## config.mk

```make
export PLATFORM = sky130hd
export DESIGN_NAME = updown_reload_timer_clockout
export DESIGN_NICKNAME = d
export VERILOG_FILES = /design/src/timer_pkg.sv /design/src/pin_sync.sv /design/src/tick_gen.sv /design/src/updown_reload_timer_clockout.sv
export SDC_FILE = /design/constraint.sdc
export NUM_CORES = 1
export LEC_CHECK = 0
export BUFFER_PORTS_ARGS = -buffer_cell sky130_fd_sc_hd__buf_2
export CORE_ASPECT_RATIO = 1.2
export CORE_MARGIN = 10
export CORE_UTILIZATION = 60
export DETAILED_ROUTE_END_ITERATION = 8
export PLACE_DENSITY = 0.86
export SYNTH_ARGS = -nofsm -noshare
export SYNTH_HDL_FRONTEND = slang
export SYNTH_SLANG_ARGS = --single-unit
```

## constraint.sdc

```tcl
create_clock -name core_clk -period 4.56 [get_ports core_clk]
set_input_delay 0.228 -clock core_clk [delete_from_list [all_inputs] [get_ports core_clk]]
set_output_delay 0.228 -clock core_clk [all_outputs]
set_load 0.005 [all_outputs]
```

## src/timer_pkg.sv

```systemverilog
// Shared constants and types for the up/down reload timer.
`default_nettype none
package timer_pkg;
  // Byte addresses of the registers, one aligned word each.
  localparam logic [7:0] CTRL_ADDR = 8'hC8;
  localparam logic [7:0] MODE_ADDR = 8'hCC;
  localparam logic [7:0] CNTL_ADDR = 8'hD0;
  localparam logic [7:0] CNTH_ADDR = 8'hD4;
  localparam logic [7:0] RELL_ADDR = 8'hD8;
  localparam logic [7:0] RELH_ADDR = 8'hDC;
  // Bit positions inside the mode register.
  localparam int MODE_DOWN_COUNT_ENABLE_BIT = 0;
  localparam int MODE_OE_BIT = 1;
  // Reset values.
  localparam logic [7:0] CTRL_RESET = 8'h00;
  localparam logic [7:0] BYTE_RESET = 8'h00;
  localparam logic PIN_IDLE = 1'b1;
  // Top of the 16-bit count, used for wrap and for the down reload.
  localparam logic [15:0] COUNT_TOP = 16'hFFFF;
  // Clock dividers: timer clock divided by six, fast clock by two.
  localparam logic [2:0] TIMER_DIV = 3'h6;
  localparam logic [2:0] FAST_DIV = 3'h2;
  // Control register layout, bit 7 first.
  typedef struct packed {
    logic overflow_flag;
    logic external_flag;
    logic receive_clock_select;
    logic transmit_clock_select;
    logic external_enable;
    logic run_control;
    logic counter_timer_select;
    logic capture_reload_select;
  } ctl_t;
endpackage : timer_pkg
`default_nettype wire

```

## src/pin_sync.sv

```systemverilog
// Two-stage synchroniser with a falling-edge detector for one pin.
`timescale 1ns/1ps
`default_nettype none
module pin_sync
  import timer_pkg::*;
(
  input wire logic core_clk,
  input wire logic reset,
  input wire logic pin_i,
  output logic level,
  output logic fall
);
  logic meta_r; // First stage, read only by the second stage.
  logic sync_r; // Second stage, safe to use.
  logic last_r; // Previous safe value for the edge detector.

  // Stages idle high so a released reset shows no false edge.
  always_ff @(posedge core_clk) begin
    if (reset) begin
      meta_r <= PIN_IDLE;
      sync_r <= PIN_IDLE;
      last_r <= PIN_IDLE;
    end else begin
      meta_r <= pin_i;
      sync_r <= meta_r;
      last_r <= sync_r;
    end
  end

  assign level = sync_r;
  // One-cycle pulse per falling edge.
  assign fall = last_r & ~sync_r;
endmodule : pin_sync
`default_nettype wire

```

## src/tick_gen.sv

```systemverilog
// Divider that makes the slow timer tick and the fast clock-out tick.
`timescale 1ns/1ps
`default_nettype none
module tick_gen
  import timer_pkg::*;
(
  input wire logic core_clk,
  input wire logic reset,
  output logic tick_timer,
  output logic tick_fast
);
  // Next value of a wrapping divide counter.
  function automatic logic [2:0] div_next(input logic [2:0] cnt, input logic [2:0] div);
    div_next = (cnt == div - 3'h1) ? 3'h0 : cnt + 3'h1;
  endfunction : div_next

  logic [2:0] slow_r; // Position inside the divide-by-six period.
  logic [2:0] fast_r; // Position inside the divide-by-two period.
  logic slow_wrap;
  logic fast_wrap;

  assign slow_wrap = (slow_r == TIMER_DIV - 3'h1);
  assign fast_wrap = (fast_r == FAST_DIV - 3'h1);

  // Both counters run free so the ticks keep a fixed phase.
  always_ff @(posedge core_clk) begin
    if (reset) begin
      slow_r <= 3'h0;
      fast_r <= 3'h0;
      tick_timer <= 1'b0;
      tick_fast <= 1'b0;
    end else begin
      slow_r <= div_next(slow_r, TIMER_DIV);
      fast_r <= div_next(fast_r, FAST_DIV);
      tick_timer <= slow_wrap;
      tick_fast <= fast_wrap;
    end
  end
endmodule : tick_gen
`default_nettype wire

```

## src/updown_reload_timer_clockout.sv

```systemverilog
// Top of the 16-bit up/down reload timer with clock output.
`timescale 1ns/1ps
`default_nettype none
module updown_reload_timer_clockout
  import timer_pkg::*;
(
  input wire logic core_clk,
  input wire logic reset,
  input wire logic [7:0] address,
  input wire logic read,
  input wire logic write,
  input wire logic [31:0] writedata,
  input wire logic [3:0] byteenable,
  output logic [31:0] readdata,
  output logic waitrequest,
  input wire logic count_pin_i,
  output logic count_pin_o,
  output logic count_pin_oe,
  input wire logic direction_pin,
  input wire logic other_timer_overflow,
  output logic irq,
  output logic rx_clock_tick,
  output logic tx_clock_tick
);
  // One step of a count byte: {carry or borrow, new byte}.
  function automatic logic [8:0] byte_step(input logic [7:0] b, input logic up,
                                           input logic en);
    if (!en) begin
      byte_step = {1'b0, b};
    end else if (up) begin
      byte_step = {1'b0, b} + 9'h001;
    end else begin
      byte_step = {(b == 8'h00), b - 8'h01};
    end
  endfunction : byte_step

  // Registers seen by software.
  ctl_t control_r; // Control register.
  ctl_t control_nxt; // Next control value.
  logic down_count_enable_r; // Direction pin steers the count.
  logic clock_out_enable_r; // Square wave drives the count pin.
  logic [7:0] count_low_byte_r; // Low count byte.
  logic [7:0] count_high_byte_r; // High count byte.
  logic [7:0] reload_low_r; // Low reload or capture byte.
  logic [7:0] reload_high_r; // High reload or capture byte.

  // Bus side state.
  logic waitrequest_r; // Stall until the access is accepted.
  logic [31:0] readdata_r; // Read data for the accepted access.
  logic pin_o_r; // Square wave level.
  logic irq_r; // Interrupt request level.
  logic rx_tick_r; // Receive clock tick.
  logic tx_tick_r; // Transmit clock tick.

  // Ticks and pin events.
  logic tick_timer; // Timer clock divided by six.
  logic tick_fast; // Timer clock divided by two.
  logic cnt_level; // Synchronised count pin, read only by the edge check.
  logic cnt_fall; // Falling edge on the count pin.
  logic dir_level; // Synchronised direction pin.
  logic dir_fall; // Falling edge on the direction pin.

  // Dividers for the timer and the fast clock.
  tick_gen u_tick (
    .core_clk(core_clk),
    .reset(reset),
    .tick_timer(tick_timer),
    .tick_fast(tick_fast)
  );

  // Count pin input, synchronised before edge detection.
  pin_sync u_cnt_sync (
    .core_clk(core_clk),
    .reset(reset),
    .pin_i(count_pin_i),
    .level(cnt_level),
    .fall(cnt_fall)
  );

  // Direction pin, used as a level and as an edge source.
  pin_sync u_dir_sync (
    .core_clk(core_clk),
    .reset(reset),
    .pin_i(direction_pin),
    .level(dir_level),
    .fall(dir_fall)
  );

  // Bus decode: an access completes on the cycle waitrequest is low.
  logic req;
  logic acc;
  logic wr_acc;
  logic [7:0] wd;
  logic sel_ctrl;
  logic sel_mode;
  logic sel_cntl;
  logic sel_cnth;
  logic sel_rell;
  logic sel_relh;
  logic wr_ctrl;
  logic wr_mode;
  logic wr_cntl;
  logic wr_cnth;
  logic wr_rell;
  logic wr_relh;
  logic cnt_wr;
  logic [7:0] rd_byte;

  assign req = read | write;
  assign acc = req & ~waitrequest_r;
  // Only lane 0 carries data; other lanes are ignored.
  assign wr_acc = acc & write & byteenable[0];
  assign wd = writedata[7:0];
  assign sel_ctrl = (address == CTRL_ADDR);
  assign sel_mode = (address == MODE_ADDR);
  assign sel_cntl = (address == CNTL_ADDR);
  assign sel_cnth = (address == CNTH_ADDR);
  assign sel_rell = (address == RELL_ADDR);
  assign sel_relh = (address == RELH_ADDR);
  assign wr_ctrl = wr_acc & sel_ctrl;
  assign wr_mode = wr_acc & sel_mode;
  assign wr_cntl = wr_acc & sel_cntl;
  assign wr_cnth = wr_acc & sel_cnth;
  assign wr_rell = wr_acc & sel_rell;
  assign wr_relh = wr_acc & sel_relh;
  assign cnt_wr = wr_cntl | wr_cnth;

  // Read mux; unmapped addresses read as zero.
  assign rd_byte = sel_ctrl ? control_r :
                   sel_mode ? {6'h00, clock_out_enable_r, down_count_enable_r} :
                   sel_cntl ? count_low_byte_r :
                   sel_cnth ? count_high_byte_r :
                   sel_rell ? reload_low_r :
                   sel_relh ? reload_high_r : 8'h00;

  // Count source and direction.
  logic baud_mode;
  logic fast_src;
  logic src_tick;
  logic step;
  logic count_up;
  logic [15:0] cnt;
  logic [15:0] rel;
  logic at_top;
  logic at_rel;
  logic wrap_up;
  logic wrap_down;
  logic wrap;
  logic [8:0] low_step;
  logic [8:0] high_step;
  logic [15:0] stepped;
  logic ext_evt;
  logic ext_reload;
  logic ext_capture;
  logic [15:0] cnt_auto;
  logic [15:0] cnt_nxt;
  logic [15:0] rel_nxt;

  assign baud_mode = control_r.receive_clock_select | control_r.transmit_clock_select;
  // Clock-out and baud generation both run from the fast tick.
  assign fast_src = clock_out_enable_r | baud_mode;
  assign src_tick = fast_src ? tick_fast :
                    control_r.counter_timer_select ? cnt_fall : tick_timer;
  assign step = control_r.run_control & src_tick;
  // Without down-count enable the count always goes up.
  assign count_up = ~down_count_enable_r | dir_level;
  assign cnt = {count_high_byte_r, count_low_byte_r};
  assign rel = {reload_high_r, reload_low_r};
  assign at_top = (cnt == COUNT_TOP);
  assign at_rel = (cnt == rel);
  assign wrap_up = step & count_up & at_top;
  assign wrap_down = step & ~count_up & at_rel;
  assign wrap = wrap_up | wrap_down;
  // The low byte carry or borrow feeds the high byte.
  assign low_step = byte_step(count_low_byte_r, count_up, step);
  assign high_step = byte_step(count_high_byte_r, count_up, low_step[8]);
  assign stepped = {high_step[7:0], low_step[7:0]};
  // In up/down mode the direction pin is a level, not an event source.
  assign ext_evt = control_r.external_enable & dir_fall & ~down_count_enable_r;
  assign ext_reload = ext_evt & ~control_r.capture_reload_select;
  assign ext_capture = ext_evt & control_r.capture_reload_select;
  // External reload beats a wrap; a wrap beats a plain step.
  assign cnt_auto = ext_reload ? rel :
                    wrap_up ? rel :
                    wrap_down ? COUNT_TOP :
                    stepped;
  // Software writes to a count byte win over the hardware.
  assign cnt_nxt = {wr_cnth ? wd : cnt_auto[15:8], wr_cntl ? wd : cnt_auto[7:0]};
  assign rel_nxt = {wr_relh ? wd : (ext_capture ? cnt[15:8] : reload_high_r),
                    wr_rell ? wd : (ext_capture ? cnt[7:0] : reload_low_r)};

  // Control flags; a hardware set wins over a software clear.
  logic tf_set;
  logic exf_toggle;
  ctl_t ctl_sw;
  assign tf_set = wrap & ~baud_mode;
  assign exf_toggle = wrap & down_count_enable_r;
  assign ctl_sw = wr_ctrl ? ctl_t'(wd) : control_r;

  // Merge the software view with the hardware events.
  always_comb begin
    control_nxt = ctl_sw;
    control_nxt.overflow_flag = ctl_sw.overflow_flag | tf_set;
    if (ext_evt) begin
      control_nxt.external_flag = 1'b1;
    end else if (exf_toggle) begin
      control_nxt.external_flag = ~ctl_sw.external_flag;
    end
  end

  // Side outputs computed from the current state.
  logic irq_nxt;
  logic pin_o_nxt;
  logic rx_tick_nxt;
  logic tx_tick_nxt;
  // Clock-out overflows and up/down flag toggles request nothing.
  assign irq_nxt = (control_r.overflow_flag & ~clock_out_enable_r) |
                   (control_r.external_flag & ~down_count_enable_r);
  // One toggle per wrap gives a period of two wrap distances.
  assign pin_o_nxt = (clock_out_enable_r & wrap) ? ~pin_o_r : pin_o_r;
  assign rx_tick_nxt = control_r.receive_clock_select ? wrap : other_timer_overflow;
  assign tx_tick_nxt = control_r.transmit_clock_select ? wrap : other_timer_overflow;

  // Bus handshake: one stall cycle, then one cycle with waitrequest low.
  always_ff @(posedge core_clk) begin
    if (reset) begin
      waitrequest_r <= 1'b1;
      readdata_r <= 32'h0000_0000;
    end else begin
      waitrequest_r <= ~(req & waitrequest_r);
      if (read & waitrequest_r) begin
        readdata_r <= {24'h000000, rd_byte};
      end
    end
  end

  // Control, mode and flags.
  always_ff @(posedge core_clk) begin
    if (reset) begin
      control_r <= ctl_t'(CTRL_RESET);
      down_count_enable_r <= 1'b0;
      clock_out_enable_r <= 1'b0;
    end else begin
      control_r <= control_nxt;
      if (wr_mode) begin
        down_count_enable_r <= wd[MODE_DOWN_COUNT_ENABLE_BIT];
        clock_out_enable_r <= wd[MODE_OE_BIT];
      end
    end
  end

  // Count and reload bytes.
  always_ff @(posedge core_clk) begin
    if (reset) begin
      count_low_byte_r <= BYTE_RESET;
      count_high_byte_r <= BYTE_RESET;
      reload_low_r <= BYTE_RESET;
      reload_high_r <= BYTE_RESET;
    end else begin
      {count_high_byte_r, count_low_byte_r} <= cnt_nxt;
      {reload_high_r, reload_low_r} <= rel_nxt;
    end
  end

  // Registered side outputs.
  always_ff @(posedge core_clk) begin
    if (reset) begin
      pin_o_r <= PIN_IDLE;
      irq_r <= 1'b0;
      rx_tick_r <= 1'b0;
      tx_tick_r <= 1'b0;
    end else begin
      pin_o_r <= pin_o_nxt;
      irq_r <= irq_nxt;
      rx_tick_r <= rx_tick_nxt;
      tx_tick_r <= tx_tick_nxt;
    end
  end

  assign readdata = readdata_r;
  assign waitrequest = waitrequest_r;
  assign count_pin_o = pin_o_r;
  assign count_pin_oe = clock_out_enable_r;
  assign irq = irq_r;
  assign rx_clock_tick = rx_tick_r;
  assign tx_clock_tick = tx_tick_r;
endmodule : updown_reload_timer_clockout
`default_nettype wire
```

==> impl_metrics.csv <==
group,metric,value,unit
route,routed_via_density,6.43,
clock_network,worstSkewPairLatency,0.35,ns
clock_network,cts_max_level,3,
clock_network,clkTransAtPathRegs,0.08,ns
logic_synthesis,yosysSeqAreaShare,32.3,%
floorplan,die_width,97.1,um
status,run_status,"finished clean",
worst_setup_path,end_kind,"flip-flop",
timing,fin_setup_tns,0,ns
logic_synthesis,yosysWarnings,0,
worst_hold_path,hold_class,"in2reg",
worst_setup_path,startpoint,"down_count_enable_r",
global_route,track_usage,20.7,%
logic_synthesis,syn_inst,509,
logic_synthesis,async_flop_share,0,%
layout,antennaDiodeCount,0,
worst_setup_path,crit_chain,"nand2b_1 -> and4_1 -> and4_1 -> a21oi_2 -> o21ai_1 -> o41ai_1 -> o21ai_1",
logic_synthesis,syn-mean-instance-area,8.40,um2
logic_synthesis,ys.flop_type,"dfxtp_1",
run,maxCapViolations,0,
worst_setup_path,worstReg2RegStart,"down_count_enable_r",
logic_synthesis,synth_edf_count,0,
worst_setup_path,rrSetupSlack,1.21,ns
route,detail_route.wl_per_cell,19.3,um
route,ant_nets,0,
place,dpl.hpwl,8.59,mm
logic_synthesis,synth.distinct_cells,60,
layout,register_area,0.00138,mm2
layout,fill_cells,569,
worst_setup_path,slowest_delay,0.60,ns
floorplan,initial_utilization,62.0,%
floorplan,die_area,0.0109,mm2
worst_setup_path,critPathMaxFanout,16,
worst_setup_path,endpoint,"count_low_byte_r[4]",
layout,layout-drive-gt1-share,14.6,%
route,drtIter0Drc,456,
route,drt_pre_antenna_iters,5,
timing,drv_slew,0,
floorplan,ioPinCount,89,
timing,min_period,3.35,ns
global_route,grt_pass1_vias,3825,
global_route,grt_max_degree,56,
logic_synthesis,syn_area,0.00428,mm2
floorplan,die_h,112,um
route,vias,3944,
route,wirelength,11.8,mm
global_route,antenna_found_initial,0,
timing,fmax,0.298,GHz
worst_setup_path,cp-start-kind,"flip-flop",
clock_network,cts_buffers,9,
route,drc_errors,0,
timing,worst_slew_pin_slew,1.01,ns
timing,rsz0062_at_grt,"false",
power_and_ir_drop,power_density,273,mW/mm2
place,globalplace.congestion,0.951,
layout,syn2layout_area_growth,5.09,%
floorplan,rows,33,
worst_setup_path,cp.arrival,3.57,ns
layout,design_area,0.00449,mm2
worst_hold_path,hold_start,"count_pin_i",
floorplan,core,0.00690,mm2
power_and_ir_drop,p_leak,1.94,nW
timing,hold_violations,0,
layout,multiInputGateArea,0.00257,mm2
clock_network,clock_sinks,69,
power_and_ir_drop,ir_drop,209,uV
worst_setup_path,crit_type,"reg2reg",
timing,skew,0.0122,ns
clock_network,clockBufferDepth,2,
timing,setup_viol,0,
worst_setup_path,cp_data_required_time,4.78,ns
clock_network,cts-resized-gates,0,
worst_setup_path,cpMaxStageDelayCell,"a21oi_2",
layout,fin_nets,580,
global_route,grt_pass1_wl,19.0,mm
clock_network,cts_tree,"done",
global_route,gr-total-overflow,0,
timing,relSlewSlack,32.6,%
logic_synthesis,ys_ff_latch,69,
clock_network,post-cts-setup-buffer-count,0,
clock_network,holdBufCountCts,0,
worst_setup_path,r2r_cells,7,
place,placed_area,0.00430,mm2
worst_setup_path,r2r-end,"count_low_byte_r[4]",
clock_network,cts-root-buf,"clkbuf_8",
place,portBuffers,37,
timing,finalCritPeriodShare,73.6,%
## cell usage in the layout (no fill, tap or decap), types with 8 or more instances in the layout
cell | Yosys | routed
a211oi_1 | 21 | 21
a21oi_1 | 18 | 18
a221oi_1 | 8 | 8
buf_2 | 6 | 37
clkbuf_8 | 0 | 9
conb_1 | 1 | 24
dfxtp_1 | 69 | 69
ha_1 | 8 | 8
inv_1 | 13 | 13
mux2i_1 | 29 | 29
nand2_1 | 38 | 38
nand3_1 | 9 | 9
nand4_1 | 8 | 8
nor2_1 | 60 | 60
nor3_1 | 20 | 20
o21ai_0 | 18 | 18
or2_2 | 8 | 8
xor2_1 | 19 | 19
## worst min path at each step
stage,endpoint,slack [ns],depth (start not counted)
global placement,u_dir_sync.level,0.39,1
global route,u_cnt_sync.meta_r,0.06,2
floorplan,u_cnt_sync.meta_r,0.33,1
finish,u_cnt_sync.meta_r,0.07,2
CTS,u_dir_sync.meta_r,0.06,2
detailed placement,u_cnt_sync.level,0.40,1
## layer usage
layer	track usage (%)	share of wire [%]
met2	32.9	47
met4	13.8	5.2
met3	4.60	8.6
met5	0	0
met1	24.6	39
## flip-flops by register name (all words and copies together) (netlist names), 3 cells and up
name,flops
control_r,8
count_high_byte_r,8
count_low_byte_r,8
readdata,8
reload_high_r,8
reload_low_r,8
u_tick.fast_r,3
u_tick.slow_r,3
## synthesized netlist by cell type, types with 2 or more instances
cell | count | area (um2)
dfxtp_1 | 69 | 1380
nor2_1 | 60 | 225
nand2_1 | 38 | 143
mux2i_1 | 29 | 290
buf_4 | 27 | 203
a211oi_1 | 21 | 158
clkbuf_1 | 21 | 78.8
nor3_1 | 20 | 100
xor2_1 | 19 | 166
a21oi_1 | 18 | 90.1
o21ai_0 | 18 | 90.1
inv_1 | 13 | 48.8
nand3_1 | 9 | 45.0
a221oi_1 | 8 | 70.1
ha_1 | 8 | 100
nand4_1 | 8 | 50.1
or2_2 | 8 | 50.1
a311oi_1 | 6 | 52.6
a31oi_1 | 6 | 37.5
and2_1 | 6 | 37.5
buf_2 | 6 | 30.0
mux4_2 | 6 | 135
nor4_1 | 6 | 37.5
o22ai_1 | 6 | 37.5
a31o_1 | 5 | 43.8
nand2b_1 | 5 | 31.3
o221ai_1 | 5 | 43.8
xnor2_1 | 5 | 43.8
buf_6 | 4 | 45.0
or3_1 | 4 | 25.0
a22oi_1 | 3 | 22.5
and4_1 | 3 | 26.3
o211a_1 | 3 | 30.0
o31ai_1 | 3 | 22.5
or4_1 | 3 | 22.5
nand3b_1 | 2 | 15.0
o211ai_1 | 2 | 15.0
o21ai_1 | 2 | 10.0
o41ai_1 | 2 | 17.5
or4_4 | 2 | 22.5
## power breakdown
group	internal [mW]	switching [mW]	total (mW)
Combinational	0.0331	0.0600	0.0931
Sequential	0.617	0.00895	0.626
Clock	0.255	0.254	0.509
## per-stage QoR
| stage | instances | util (%) | hold WS (ns) | power, mW | worst slack, ns |
|---|---|---|---|---|---|
| after CTS | 613 | 65.2 | 0.0567 | 1.23 | 1.33 |
| final | 613 | 65.2 | 0.0666 | 1.23 | 1.21 |
| after global routing | 613 | 65.2 | 0.0576 | 1.27 | 0.971 |
| after floorplan | 532 | - | 0.332 | 0.711 | 2.27 |
| after detailed placement | 597 | 62.3 | 0.397 | 0.732 | 1.34 |
| after global placement | 597 | 62.3 | 0.393 | 0.727 | 1.42 |
## area by class of cell
type / instances / area share (%)
multi-input cells: 390 / 57.1
repair buffers: 37 / 4.12
inverters: 14 / 1.17
clock buffers: 9 / 2.76
clock inverters: 7 / 1.64
flip-flops and latches: 69 / 30.7
well taps: 87 / 2.42
## cells by family (layout without fill, tap and decap cells)
| family | after synthesis | after routing | synth area share (%) |
|---|---|---|---|
| AND/OR/NAND/NOR | 182 | 182 | 21.4 |
| other | 1 | 24 | 0.0877 |
| adder cells (fa/ha/maj) | 8 | 8 | 2.34 |
| flip-flops | 69 | 69 | 32.3 |
| AO/OA/AOI/OAI | 116 | 116 | 19.1 |
| buffers and inverters | 73 | 67 | 9.66 |
| multiplexers | 36 | 36 | 10.2 |
| XOR/XNOR | 24 | 24 | 4.92 |
## worst max-delay path: cells and delay by family, from the launching register on
family | cells | cell delay (ns)
AO/OA/AOI/OAI | 4 | 1.74
flip-flops | 1 | 0.48
AND/OR/NAND/NOR | 3 | 1.00
No activity file was read; power rests on OpenSTA's default activity.
